`config.mk`:
```
export PLATFORM = sky130hd
export DESIGN_NAME = i2c_byte_master
export DESIGN_NICKNAME = d
export VERILOG_FILES = /design/src/hw/i2c_xfer_pkg.sv /design/src/hw/byte_link_if.sv /design/src/hw/i2c_byte_master.sv /design/src/hw/i2c_bit_engine.sv
export SDC_FILE = /design/constraint.sdc
export NUM_CORES = 1
export LEC_CHECK = 0
export ABC_AREA = 0
export BUFFER_PORTS_ARGS = -buffer_cell sky130_fd_sc_hd__buf_2
export CORE_MARGIN = 5
export CORE_UTILIZATION = 40
export CTS_CLUSTER_DIAMETER = 80
export DETAILED_ROUTE_END_ITERATION = 7
export GPL_TIMING_DRIVEN = 1
export MAX_ROUTING_LAYER = met4
export PLACE_DENSITY = 0.66
export RECOVER_POWER = 100
export REMOVE_ABC_BUFFERS = 1
export SYNTH_ARGS = -nofsm -noshare
export SYNTH_HDL_FRONTEND = slang
export SYNTH_SLANG_ARGS = --single-unit
export TNS_END_PERCENT = 1
```
`constraint.sdc`:
```
create_clock -name clk_sys -period 5.75 [get_ports clk_sys]
set_input_delay 0.8625 -clock clk_sys [delete_from_list [all_inputs] [get_ports clk_sys]]
set_output_delay 0.8625 -clock clk_sys [all_outputs]
set_load 0.005 [all_outputs]
```
`src/hw/i2c_xfer_pkg.sv`:
```
// Shared constants and types for the two-wire byte transfer master
package i2c_xfer_pkg;
  localparam int CLK_HZ = 100_000_000;
  localparam int SCL_HZ = 100_000;
  // Quarter bit period on the bus, in system clock cycles
  localparam int QTR_CYC = CLK_HZ / (SCL_HZ * 4);
  localparam int BEEP_US = 50_000;
  localparam int BEEP_CYC = (CLK_HZ / 1_000_000) * BEEP_US;
  localparam logic [6:0] EXP_ADDR = 7'h23;    // 46h as 8-bit write address
  localparam logic [7:0] BEEP_ON = 8'hdf;
  localparam logic [7:0] LATCH_LOW = 8'hbf;
  localparam logic [7:0] ALL_HIGH = 8'hff;
  localparam logic [7:0] OK_BYTE = 8'h00;
  localparam logic [7:0] FAIL_BYTE = 8'hff;
  localparam int KEY_FLAG_BIT = 7;
  localparam int KEY_MSB = 3;
  typedef enum logic [2:0] {
    OP_REG_WRITE = 3'h0,
    OP_REG_READ = 3'h1,
    OP_WRITE = 3'h2,
    OP_READ = 3'h3,
    OP_BEEP = 3'h4,
    OP_KEY_INIT = 3'h5,
    OP_KEY_READ = 3'h6
  } op_t;
endpackage

```
`src/hw/byte_link_if.sv`:
```
// Byte level command path between sequencer and bit engine
`timescale 1ns/10ps
interface byte_link_if;
  import i2c_xfer_pkg::*;
  logic go;
  logic with_start;
  logic with_stop;
  logic rd;
  logic nack_out;
  logic [7:0] wdata;
  logic done;
  logic acked;
  logic [7:0] rdata;
  modport seq (output go, with_start, with_stop, rd, nack_out, wdata,
               input done, acked, rdata);
  modport eng (input go, with_start, with_stop, rd, nack_out, wdata,
               output done, acked, rdata);
endinterface

```
`src/hw/i2c_byte_master.sv`:
```
// Top: two-wire byte transfer master with beeper and keypad sequences
// Notes on behaviour
// - A request word carries the slave address in its upper byte and register or data below.
// - A register write also takes a separate data byte, sent after the register number.
// - All transfers run on the bus clock line and bus data line.
// - A successful transfer returns a result whose upper byte is zero.
// - A failed transfer returns a result whose upper byte is all ones.
// - A read places the received byte in the low eight bits of the result.
// - The beeper writes DFh to expander 46h, waits briefly, then writes FFh.
// - Expander bit 5 is held low only for a short delay.
// - Keypad init writes BFh then FFh to the expander to pulse bit 6 low.
// - A keypad byte with bit 7 low carries valid key data in its low four bits.
// - Every key read that succeeds is followed by a repeat of the bit 6 init pulse.
`timescale 1ns/10ps
module i2c_byte_master
  import i2c_xfer_pkg::*;
#(
  parameter int BEEP_CYCLES = BEEP_CYC,
  parameter int QTR_CYCLES = QTR_CYC
) (
  // Clock and reset
  input wire logic clk_sys,
  input wire logic rst_n,
  // Request
  input wire logic req_valid,
  output logic req_ready,
  input wire i2c_xfer_pkg::op_t req_op,
  input wire logic [15:0] req_word,
  input wire logic [7:0] req_data,
  // Result
  output logic res_valid,
  output logic [15:0] res_word,
  output logic key_valid,
  output logic [3:0] key_code,
  // Bus lines
  input wire logic bus_clock_line_in,
  output logic bus_clock_line_oe,
  input wire logic bus_data_line_in,
  output logic bus_data_line_oe
);
  initial if (BEEP_CYCLES < 1) $error("BEEP_CYCLES must be at least 1");
  initial if (QTR_CYCLES < 2 || QTR_CYCLES > 65536) $error("QTR_CYCLES out of range");
  typedef enum logic [3:0] {
    S_IDLE = 4'h0, S_ADDR = 4'h1, S_B1 = 4'h2, S_B2 = 4'h3, S_RADDR = 4'h4,
    S_RBYTE = 4'h5, S_WAIT = 4'h6, S_DELAY = 4'h7, S_FIN = 4'h8
  } seq_t;
  byte_link_if lk ();
  logic [1:0] rst_sync_r;
  wire rst_sync_n = rst_sync_r[1];
  seq_t st_r, ret_r;
  op_t op_r;
  logic [6:0] addr_r;
  logic [7:0] b1_r, b2_r;
  logic fail_r;
  logic [1:0] pass_r;
  logic [31:0] dly_r;
  logic go_r, start_r, stop_r, rd_r;
  logic [7:0] wd_r;

  // Release goes through two flops so every state leaves reset on the same edge
  always_ff @(posedge clk_sys or negedge rst_n) begin
    if (!rst_n) rst_sync_r <= 2'b00;
    else rst_sync_r <= {rst_sync_r[0], 1'b1};
  end

  ////////////////////////////////////////////////////////////////////////////
  // Request decode
  wire is_seq = (req_op == OP_BEEP) || (req_op == OP_KEY_INIT) || (req_op == OP_KEY_READ);
  wire [6:0] req_addr = is_seq ? EXP_ADDR : req_word[15:9];
  wire [7:0] first_byte = (req_op == OP_BEEP) ? BEEP_ON :
                          is_seq ? LATCH_LOW : req_word[7:0];
  wire reads = (op_r == OP_REG_READ) || (op_r == OP_READ) || (op_r == OP_KEY_READ);
  wire [7:0] key_byte = lk.rdata;
  wire key_hit = ~key_byte[KEY_FLAG_BIT];
  // Only the first pass of a key read reads; its latch pulse passes are writes
  wire rd_first = (op_r == OP_READ) || (op_r == OP_KEY_READ && pass_r == 2'h0);
  // Passes that still owe the all-high write go through the delay first
  wire pulse_first = (pass_r == 2'h0) && (op_r == OP_BEEP || op_r == OP_KEY_INIT);
  wire pulse_next = !fail_r && (pulse_first || (pass_r == 2'h2 && op_r == OP_KEY_READ));
  assign req_ready = (st_r == S_IDLE);
  assign lk.go = go_r;
  assign lk.with_start = start_r;
  assign lk.with_stop = stop_r;
  assign lk.rd = rd_r;
  assign lk.nack_out = 1'b1;
  assign lk.wdata = wd_r;

  i2c_bit_engine #(.QTR(QTR_CYCLES)) u_eng (
    .clk_sys(clk_sys),
    .rst_sync_n(rst_sync_n),
    .lk(lk),
    .scl_in(bus_clock_line_in),
    .scl_oe(bus_clock_line_oe),
    .sda_in(bus_data_line_in),
    .sda_oe(bus_data_line_oe)
  );

  ////////////////////////////////////////////////////////////////////////////
  // Sequencer
  task automatic issue(input logic s, input logic p, input logic r, input logic [7:0] d,
                       input seq_t nxt);
    go_r <= 1'b1; start_r <= s; stop_r <= p; rd_r <= r; wd_r <= d;
    ret_r <= nxt; st_r <= S_WAIT;
  endtask

  always_ff @(posedge clk_sys or negedge rst_sync_n) begin
    if (!rst_sync_n) begin
      st_r <= S_IDLE; ret_r <= S_IDLE; op_r <= OP_WRITE; addr_r <= 7'h00;
      b1_r <= 8'h00; b2_r <= 8'h00; fail_r <= 1'b0; pass_r <= 2'h0; dly_r <= 32'h0;
      go_r <= 1'b0; start_r <= 1'b0; stop_r <= 1'b0; rd_r <= 1'b0; wd_r <= 8'h00;
      res_valid <= 1'b0; res_word <= 16'h0000; key_valid <= 1'b0; key_code <= 4'h0;
    end else begin
      go_r <= 1'b0;
      res_valid <= 1'b0;
      key_valid <= 1'b0;
      case (st_r)
        S_IDLE: if (req_valid) begin
          op_r <= req_op; addr_r <= req_addr; b1_r <= first_byte;
          b2_r <= req_data; fail_r <= 1'b0; pass_r <= 2'h0;
          st_r <= S_ADDR;
        end
        S_ADDR: begin
          if (rd_first) issue(1'b1, 1'b0, 1'b0, {addr_r, 1'b1}, S_RBYTE);
          else issue(1'b1, 1'b0, 1'b0, {addr_r, 1'b0}, S_B1);
        end
        S_B1: issue(1'b0, op_r != OP_REG_WRITE && op_r != OP_REG_READ, 1'b0, b1_r,
                    (op_r == OP_REG_WRITE) ? S_B2 : (op_r == OP_REG_READ) ? S_RADDR : S_FIN);
        S_B2: issue(1'b0, 1'b1, 1'b0, b2_r, S_FIN);
        S_RADDR: issue(1'b1, 1'b0, 1'b0, {addr_r, 1'b1}, S_RBYTE);
        S_RBYTE: issue(1'b0, 1'b1, 1'b1, 8'hff, S_FIN);
        S_WAIT: if (lk.done) begin
          // A read byte ends with a refused acknowledge on purpose, which is no failure
          if (!lk.acked && !(rd_r && stop_r)) begin
            fail_r <= 1'b1;
            st_r <= S_FIN;
          end else st_r <= ret_r;
        end
        S_DELAY: if (dly_r == 32'h0) begin
          b1_r <= ALL_HIGH; pass_r <= pass_r + 2'h1; st_r <= S_ADDR;
        end else dly_r <= dly_r - 32'h1;
        S_FIN: begin
          if (pulse_next) begin
            dly_r <= (op_r == OP_BEEP) ? 32'(BEEP_CYCLES - 1) : 32'h0;
            st_r <= S_DELAY;
          end else if (!fail_r && op_r == OP_KEY_READ && pass_r == 2'h0) begin
            key_valid <= key_hit;
            key_code <= key_byte[KEY_MSB:0];
            res_word <= {OK_BYTE, key_byte};
            b1_r <= LATCH_LOW; pass_r <= 2'h2; st_r <= S_ADDR;
          end else begin
            res_valid <= 1'b1;
            if (fail_r) res_word <= {FAIL_BYTE, res_word[7:0]};
            else if (op_r == OP_KEY_READ) res_word <= res_word;
            else res_word <= {OK_BYTE, reads ? lk.rdata : 8'h00};
            st_r <= S_IDLE;
          end
        end
        default: st_r <= S_IDLE;
      endcase
    end
  end

  ////////////////////////////////////////////////////////////////////////////
  // Checks
  a_fail_marks_ones: assert property (@(posedge clk_sys) disable iff (!rst_sync_n)
    (st_r == S_FIN && fail_r) |=> res_valid && res_word[15:8] == FAIL_BYTE)
    else $error("failure not marked in result");
  a_ok_marks_zero: assert property (@(posedge clk_sys) disable iff (!rst_sync_n)
    (res_valid && !$past(fail_r)) |-> res_word[15:8] == OK_BYTE)
    else $error("success result upper byte not zero");
  a_nack_ends_fail: assert property (@(posedge clk_sys) disable iff (!rst_sync_n)
    (st_r == S_WAIT && lk.done && !lk.acked && !rd_r) |=> fail_r && st_r == S_FIN)
    else $error("missing acknowledge not reported");
  a_read_low_byte: assert property (@(posedge clk_sys) disable iff (!rst_sync_n)
    (st_r == S_FIN && !fail_r && (op_r == OP_READ || op_r == OP_REG_READ))
    |=> res_word[7:0] == $past(lk.rdata))
    else $error("read byte not in low result bits");
  a_key_needs_flag: assert property (@(posedge clk_sys) disable iff (!rst_sync_n)
    key_valid |-> !$past(key_byte[KEY_FLAG_BIT]))
    else $error("key reported with flag bit high");
  a_key_code_low: assert property (@(posedge clk_sys) disable iff (!rst_sync_n)
    key_valid |-> key_code == $past(key_byte[KEY_MSB:0]))
    else $error("key code not the low four bits");
  a_key_then_clear: assert property (@(posedge clk_sys) disable iff (!rst_sync_n)
    key_valid |-> st_r == S_ADDR && b1_r == LATCH_LOW)
    else $error("key read not followed by latch pulse");
  a_key_clear_write: assert property (@(posedge clk_sys) disable iff (!rst_sync_n)
    (st_r == S_ADDR && op_r == OP_KEY_READ && pass_r == 2'h2)
    |=> !rd_r && lk.wdata == {EXP_ADDR, 1'b0})
    else $error("latch pulse after key read is not a write");
  a_key_pulse_delay: assert property (@(posedge clk_sys) disable iff (!rst_sync_n)
    (st_r == S_FIN && !fail_r && pass_r == 2'h2 && op_r == OP_KEY_READ) |=> st_r == S_DELAY)
    else $error("latch pulse after key read not completed");
  a_beep_delay_set: assert property (@(posedge clk_sys) disable iff (!rst_sync_n)
    (st_r == S_FIN && !fail_r && pass_r == 2'h0 && op_r == OP_BEEP)
    |=> st_r == S_DELAY && dly_r == 32'(BEEP_CYCLES - 1))
    else $error("beeper delay not loaded");
  a_second_high: assert property (@(posedge clk_sys) disable iff (!rst_sync_n)
    (st_r == S_DELAY && dly_r == 32'h0) |=> b1_r == ALL_HIGH && st_r == S_ADDR)
    else $error("second expander write not all high");
  a_seq_addr_fixed: assert property (@(posedge clk_sys) disable iff (!rst_sync_n)
    (st_r == S_IDLE && req_valid && is_seq) |=> addr_r == EXP_ADDR)
    else $error("sequence not aimed at the expander");
  a_req_addr_upper: assert property (@(posedge clk_sys) disable iff (!rst_sync_n)
    (st_r == S_IDLE && req_valid && !is_seq) |=> addr_r == $past(req_word[15:9]))
    else $error("slave address not taken from upper byte");
  a_reg_data_next: assert property (@(posedge clk_sys) disable iff (!rst_sync_n)
    (st_r == S_B1 && op_r == OP_REG_WRITE) |=> st_r == S_WAIT && ret_r == S_B2 && !stop_r)
    else $error("register write data byte not queued");
  a_first_low: assert property (@(posedge clk_sys) disable iff (!rst_sync_n)
    (st_r == S_IDLE && req_valid && req_op == OP_KEY_INIT) |=> b1_r == LATCH_LOW)
    else $error("keypad init first byte wrong");

  // Main scenarios
  c_beep: cover property (@(posedge clk_sys) res_valid && op_r == OP_BEEP);
  c_fail: cover property (@(posedge clk_sys) res_valid && res_word[15:8] == FAIL_BYTE);
  c_reg_read: cover property (@(posedge clk_sys) res_valid && op_r == OP_REG_READ);
  c_key: cover property (@(posedge clk_sys) key_valid);
  c_key_init: cover property (@(posedge clk_sys) res_valid && op_r == OP_KEY_INIT);
endmodule

```
`src/hw/i2c_bit_engine.sv`:
```
// Bit level engine: optional start, one byte with acknowledge, optional stop
`timescale 1ns/10ps
module i2c_bit_engine
  import i2c_xfer_pkg::*;
#(
  parameter int QTR = QTR_CYC
) (
  // Clock and reset
  input wire logic clk_sys,
  input wire logic rst_sync_n,
  // Byte command
  byte_link_if.eng lk,
  // Bus lines (open drain: oe low means released)
  input wire logic scl_in,
  output logic scl_oe,
  input wire logic sda_in,
  output logic sda_oe
);
  typedef enum logic [2:0] {
    E_IDLE = 3'h0, E_START = 3'h1, E_BIT = 3'h2, E_STOP = 3'h3, E_DONE = 3'h4
  } eng_t;
  eng_t st_r;
  logic [15:0] tick_r;
  logic [1:0] ph_r;
  logic [3:0] bit_r;
  logic [8:0] sh_r;
  logic stop_r, rd_r;
  logic [7:0] rx_r;
  logic ack_r;
  // The quarter counter is 16 bits wide, so slower bus rates need a wider counter
  initial if (QTR < 2 || QTR > 65536) $error("QTR must be 2 to 65536");
  wire tick = (tick_r == 16'(QTR - 1));
  wire in_ack = (bit_r == 4'h8);
  // Drive low when the shifted bit is zero; a read releases data on its eight bits and on ack sends nack_out
  wire tx_bit = sh_r[8];
  assign lk.done = (st_r == E_DONE);
  assign lk.acked = ack_r;
  assign lk.rdata = rx_r;
  always_ff @(posedge clk_sys or negedge rst_sync_n) begin
    if (!rst_sync_n) begin
      st_r <= E_IDLE; tick_r <= 16'h0000; ph_r <= 2'h0; bit_r <= 4'h0;
      sh_r <= 9'h1ff; stop_r <= 1'b0; rd_r <= 1'b0; rx_r <= 8'h00;
      ack_r <= 1'b0; scl_oe <= 1'b0; sda_oe <= 1'b0;
    end else begin
      tick_r <= (tick || st_r == E_IDLE) ? 16'h0000 : tick_r + 16'h0001;
      case (st_r)
        E_IDLE: if (lk.go) begin
          stop_r <= lk.with_stop; rd_r <= lk.rd; ph_r <= 2'h0; bit_r <= 4'h0;
          sh_r <= lk.rd ? {8'hff, lk.nack_out} : {lk.wdata, 1'b1};
          st_r <= lk.with_start ? E_START : E_BIT;
        end
        E_START: if (tick) begin
          ph_r <= ph_r + 2'h1;
          if (ph_r == 2'h0) begin scl_oe <= 1'b0; sda_oe <= 1'b0; end
          if (ph_r == 2'h1) sda_oe <= 1'b1;
          if (ph_r == 2'h2) begin scl_oe <= 1'b1; st_r <= E_BIT; ph_r <= 2'h0; end
        end
        E_BIT: if (tick) begin
          ph_r <= ph_r + 2'h1;
          if (ph_r == 2'h0) sda_oe <= ~tx_bit;
          if (ph_r == 2'h1) scl_oe <= 1'b0;
          if (ph_r == 2'h2) begin
            if (in_ack) ack_r <= ~sda_in;
            else if (rd_r) rx_r <= {rx_r[6:0], sda_in};
          end
          if (ph_r == 2'h3) begin
            scl_oe <= 1'b1;
            sh_r <= {sh_r[7:0], 1'b1};
            bit_r <= bit_r + 4'h1;
            if (in_ack) begin
              st_r <= (stop_r || (!rd_r && sda_in)) ? E_STOP : E_DONE;
              ph_r <= 2'h0;
            end
          end
        end
        E_STOP: if (tick) begin
          ph_r <= ph_r + 2'h1;
          if (ph_r == 2'h0) sda_oe <= 1'b1;
          if (ph_r == 2'h1) scl_oe <= 1'b0;
          if (ph_r == 2'h2) begin sda_oe <= 1'b0; st_r <= E_DONE; end
        end
        E_DONE: st_r <= E_IDLE;
        default: st_r <= E_IDLE;
      endcase
    end
  end
  a_stop_sda_rise: assert property (@(posedge clk_sys) disable iff (!rst_sync_n)
    (st_r == E_STOP && ph_r == 2'h2 && tick) |=> !sda_oe && !scl_oe)
    else $error("stop did not release both lines");
  a_scl_hold_bit: assert property (@(posedge clk_sys) disable iff (!rst_sync_n)
    (st_r == E_BIT && $changed(sda_oe)) |-> scl_oe)
    else $error("data changed while clock high");
endmodule

```
==> flow_summary_export.csv <==
group,metric,value,unit
yosys,yosys_register_bits,144,
die,rows,50,
final_layout,finalInstanceArea,8530,um^2
die,die_h,148,um
clocking,cts_max_level,4,
yosys,syn_area,7570,um^2
power_and_ir_drop,ir_drop,0.217,mV
power_and_ir_drop,switchingPower,0.000455,W
routing,drc_errors,0,
timing,fin_skew,0.0108,ns
final_layout,layout_common_cells,"135 x dfrtp_1, 87 x nor2_1, 85 x nand2_1",
critical_path,r2r_start,"dly_r[0]",
timing,fin_crit_sh,70.0,%
power_and_ir_drop,pwr-share-comb,1.5,%
final_layout,syn_to_final_growth,12.8,%
timing,rsz0062_at_grt,"false",
yosys,synth_cell_type_count,70,
timing,slew_violations,146,
grt,grt_remaining_overflow,0,
critical_path,cp_cell_sequence,"inv_1 -> ha_1 -> or4b_1 -> or4_1 -> nor3_1 -> o311ai_0 -> o31ai_1",
die,ios,57,
critical_path,cpMaxStageDelayCell,"nor3_1",
place,globalplace.congestion,0.815,
timing,setup_violations,0,
power_and_ir_drop,switching_share,20.6,%
die,coreArea,18600,um^2
timing,worstMarginPinSlew,2.59,ns
status,violations,"max-capacitance violations, max-slew violations",
clocking,cts_resized,0,
yosys,synth_flop_cell,"dfrtp_1",
yosys,synthArstFlopShare,100,%
routing,wl_per_cell,16.2,um
grt,grt_max_degree,59,
routing,initialDrtViolationCount,545,
die,dieArea,21800,um^2
place,dpl.hpwl,12100,um
hold_path,hp-class,"in -> async",
critical_path,required,6.07,ns
timing,finalSetupTns,0,ns
grt,antenna_found_initial,0,
critical_path,r2r_slack,1.72,ns
timing,hold_violations,0,
clocking,clkTransAtPathRegs,0.06,ns
final_layout,n_antenna_cell,0,
clocking,clock_latency,0.42,ns
routing,final_antenna_net_count,0,
critical_path,critPathCaptureType,"flop",
die,die_w,148,um
grt,track_usage,17.4,%
power_and_ir_drop,power,0.00221,W
power_and_ir_drop,p_leak,3.75,nW
critical_path,critPathMaxStageDelay,1.58,ns
critical_path,r2r_end,"dly_r[17]",
yosys,ys_warn_count,0,
power_and_ir_drop,p_int,0.00175,W
place,port_buffers,54,
place,placed_cell_area,8010,um^2
yosys,synth-edff-count,0,
clocking,postCtsHoldBufs,0,
clocking,cts_tree,"done",
timing,fmax,0.248,GHz
clocking,clockBufferDepth,2,
clocking,numCtsBuffers,17,
clocking,clockRootBuffer,"clkbuf_16",
final_layout,fin_nets,895,
status,outcome,"finished, violations left",
critical_path,worstSetupPathType,"reg -> reg",
critical_path,arrival,4.35,ns
routing,viasPerCell,5.56,
routing,vias,6094,
die,initial_core_util,40.6,%
final_layout,final_common_cell,"dfrtp_1",
critical_path,worstSetupStartpointType,"flop",
timing,slew_headroom,-72.9,%
yosys,ys_seq_area_share,47.8,%
grt,grt_pass1_vias,6034,
critical_path,r2r_cells,7,
power_and_ir_drop,clkPwrFrac,52.2,%
critical_path,cp_max_fo,21,
clocking,post_cts_buffers,0,
grt,grt_pass1_wl,30600,um
yosys,avgSynthCellArea,9.31,um^2
routing,wl,17700,um
routing,firstDrtPassIters,5,
final_layout,drive_gt1_share,13.9,%
yosys,syn_inst,813,
timing,period_needed,4.03,ns
power_and_ir_drop,p_seq_share,46.3,%
flow_run,drv_cap,5,
power_and_ir_drop,p_per_area,259,nW/um^2
clocking,numClockSinks,144,
-- through the flow --
stage	setup WS (ns)	std cells	utilization [%]	hold WS (ns)
3_5_place_dp	2.02	1065	43.0	0.326
3_3_place_gp	2.08	1065	43.0	0.327
5_1_grt	1.13	1096	45.8	0.210
2_1_floorplan	1.41	768	-	0.331
6_report	1.72	1096	45.8	0.215
4_1_cts	2.04	1096	46.2	0.198
-- cells in the mapped netlist, types with 3 or more instances --
| cell | count | area, um^2 |
|---|---|---|
| o2111ai_1 | 3 | 26.3 |
| nor2_1 | 87 | 327 |
| buf_2 | 5 | 25.0 |
| o21ai_1 | 10 | 50.1 |
| buf_4 | 9 | 67.6 |
| dfrtp_1 | 135 | 3380 |
| nand4_1 | 7 | 43.8 |
| o211ai_1 | 4 | 30.0 |
| or4_4 | 3 | 33.8 |
| a21o_1 | 4 | 30.0 |
| buf_1 | 3 | 11.3 |
| ha_1 | 13 | 163 |
| inv_1 | 22 | 82.6 |
| mux2_2 | 29 | 327 |
| nor2b_1 | 9 | 56.3 |
| o22ai_1 | 5 | 31.3 |
| nand3_1 | 21 | 105 |
| a31oi_1 | 5 | 31.3 |
| clkbuf_1 | 28 | 105 |
| nor3b_1 | 5 | 37.5 |
| o31ai_1 | 16 | 120 |
| and4_1 | 3 | 26.3 |
| or4_1 | 14 | 105 |
| o21ai_0 | 63 | 315 |
| o31a_1 | 4 | 35.0 |
| xor2_1 | 8 | 70.1 |
| nor3_1 | 23 | 115 |
| nand2b_1 | 11 | 68.8 |
| a21oi_1 | 68 | 340 |
| a2bb2oi_1 | 3 | 26.3 |
| or3_1 | 20 | 125 |
| mux2i_1 | 4 | 40.0 |
| nor4_1 | 7 | 43.8 |
| dfstp_2 | 9 | 236 |
| o22a_1 | 9 | 78.8 |
| xnor2_1 | 8 | 70.1 |
| a211oi_1 | 10 | 75.1 |
| nand2_1 | 84 | 315 |
| o311ai_0 | 3 | 26.3 |
-- critical path: cells and delay by family, from the launching register on --
family          cells  cell delay [ns]
buf+inv             1             0.09
flops               1             0.40
simple gates        3             2.67
compound gates      2             0.52
fa+ha+maj           1             0.24
-- per-layer routing --
layer,vias up,track usage [%],part of all wire (%)
li1,3008,-,-
met1,2921,23.6,48
met2,145,26.3,46
met3,20,3.89,4.5
met4,0,5.03,1.1
met5,-,-,0
-- state kept, by name, summed over array words and instances (netlist names), 2 cells and up --
name            count
op_r                3
dly_r              32
u_eng.sh_r          8
u_eng.tick_r       16
lk.wdata            8
u_eng.ph_r          2
pass_r              2
key_code            4
b2_r                8
b1_r                8
addr_r              7
ret_r               4
u_eng.st_r          3
u_eng.bit_r         4
st_r                4
u_eng.lk.rdata      8
res_word            9
rst_sync_r          2
-- cell families (layout without fill, tap and decap cells) --
group	count (synthesis)	count (layout)	synth area share, %
simple gates	312	312	20.7
compound gates	225	225	18.5
flops	144	144	47.8
buf+inv	67	116	3.85
mux	35	35	5.14
xor+xnor	16	16	1.85
fa+ha+maj	13	13	2.15
other cells	1	1	0.0496
-- power groups by stage --
| stage | combinational (W) | sequential, W | clock (W) |
|---|---|---|---|
| after CTS | 0.0000348 | 0.00102 | 0.00117 |
| after global placement | 0.0000345 | 0.00104 | 0 |
| after detailed placement | 0.0000349 | 0.00104 | 0 |
| final | 0.0000329 | 0.00102 | 0.00115 |
| after floorplan | 0.00000517 | 0.00105 | 0 |
| after global routing | 0.0000388 | 0.00102 | 0.00122 |
-- worst max path at each step --
stage                  startpoint        end  slack, ns  depth (start not counted)
floorplan                 st_r[3]  dly_r[29]       1.41                          5
finish                   dly_r[0]  dly_r[17]       1.72                          7
CTS                       st_r[1]  dly_r[17]       2.04                          6
detailed placement        st_r[1]  dly_r[17]       2.02                          6
global placement          st_r[1]  dly_r[17]       2.08                          6
global route        rst_sync_r[1]    b1_r[4]       1.13                          1
-- cell type report --
type / count / area [um^2]
multi-input cells: 602 / 3620
clock inverters: 9 / 130
well taps: 234 / 293
inverters: 22 / 82.6
repair buffers: 63 / 305
fillers: 1799 / 10100
flip-flops and latches: 144 / 3610
clock buffers: 22 / 484
No activity file was read; power rests on OpenSTA's default activity.
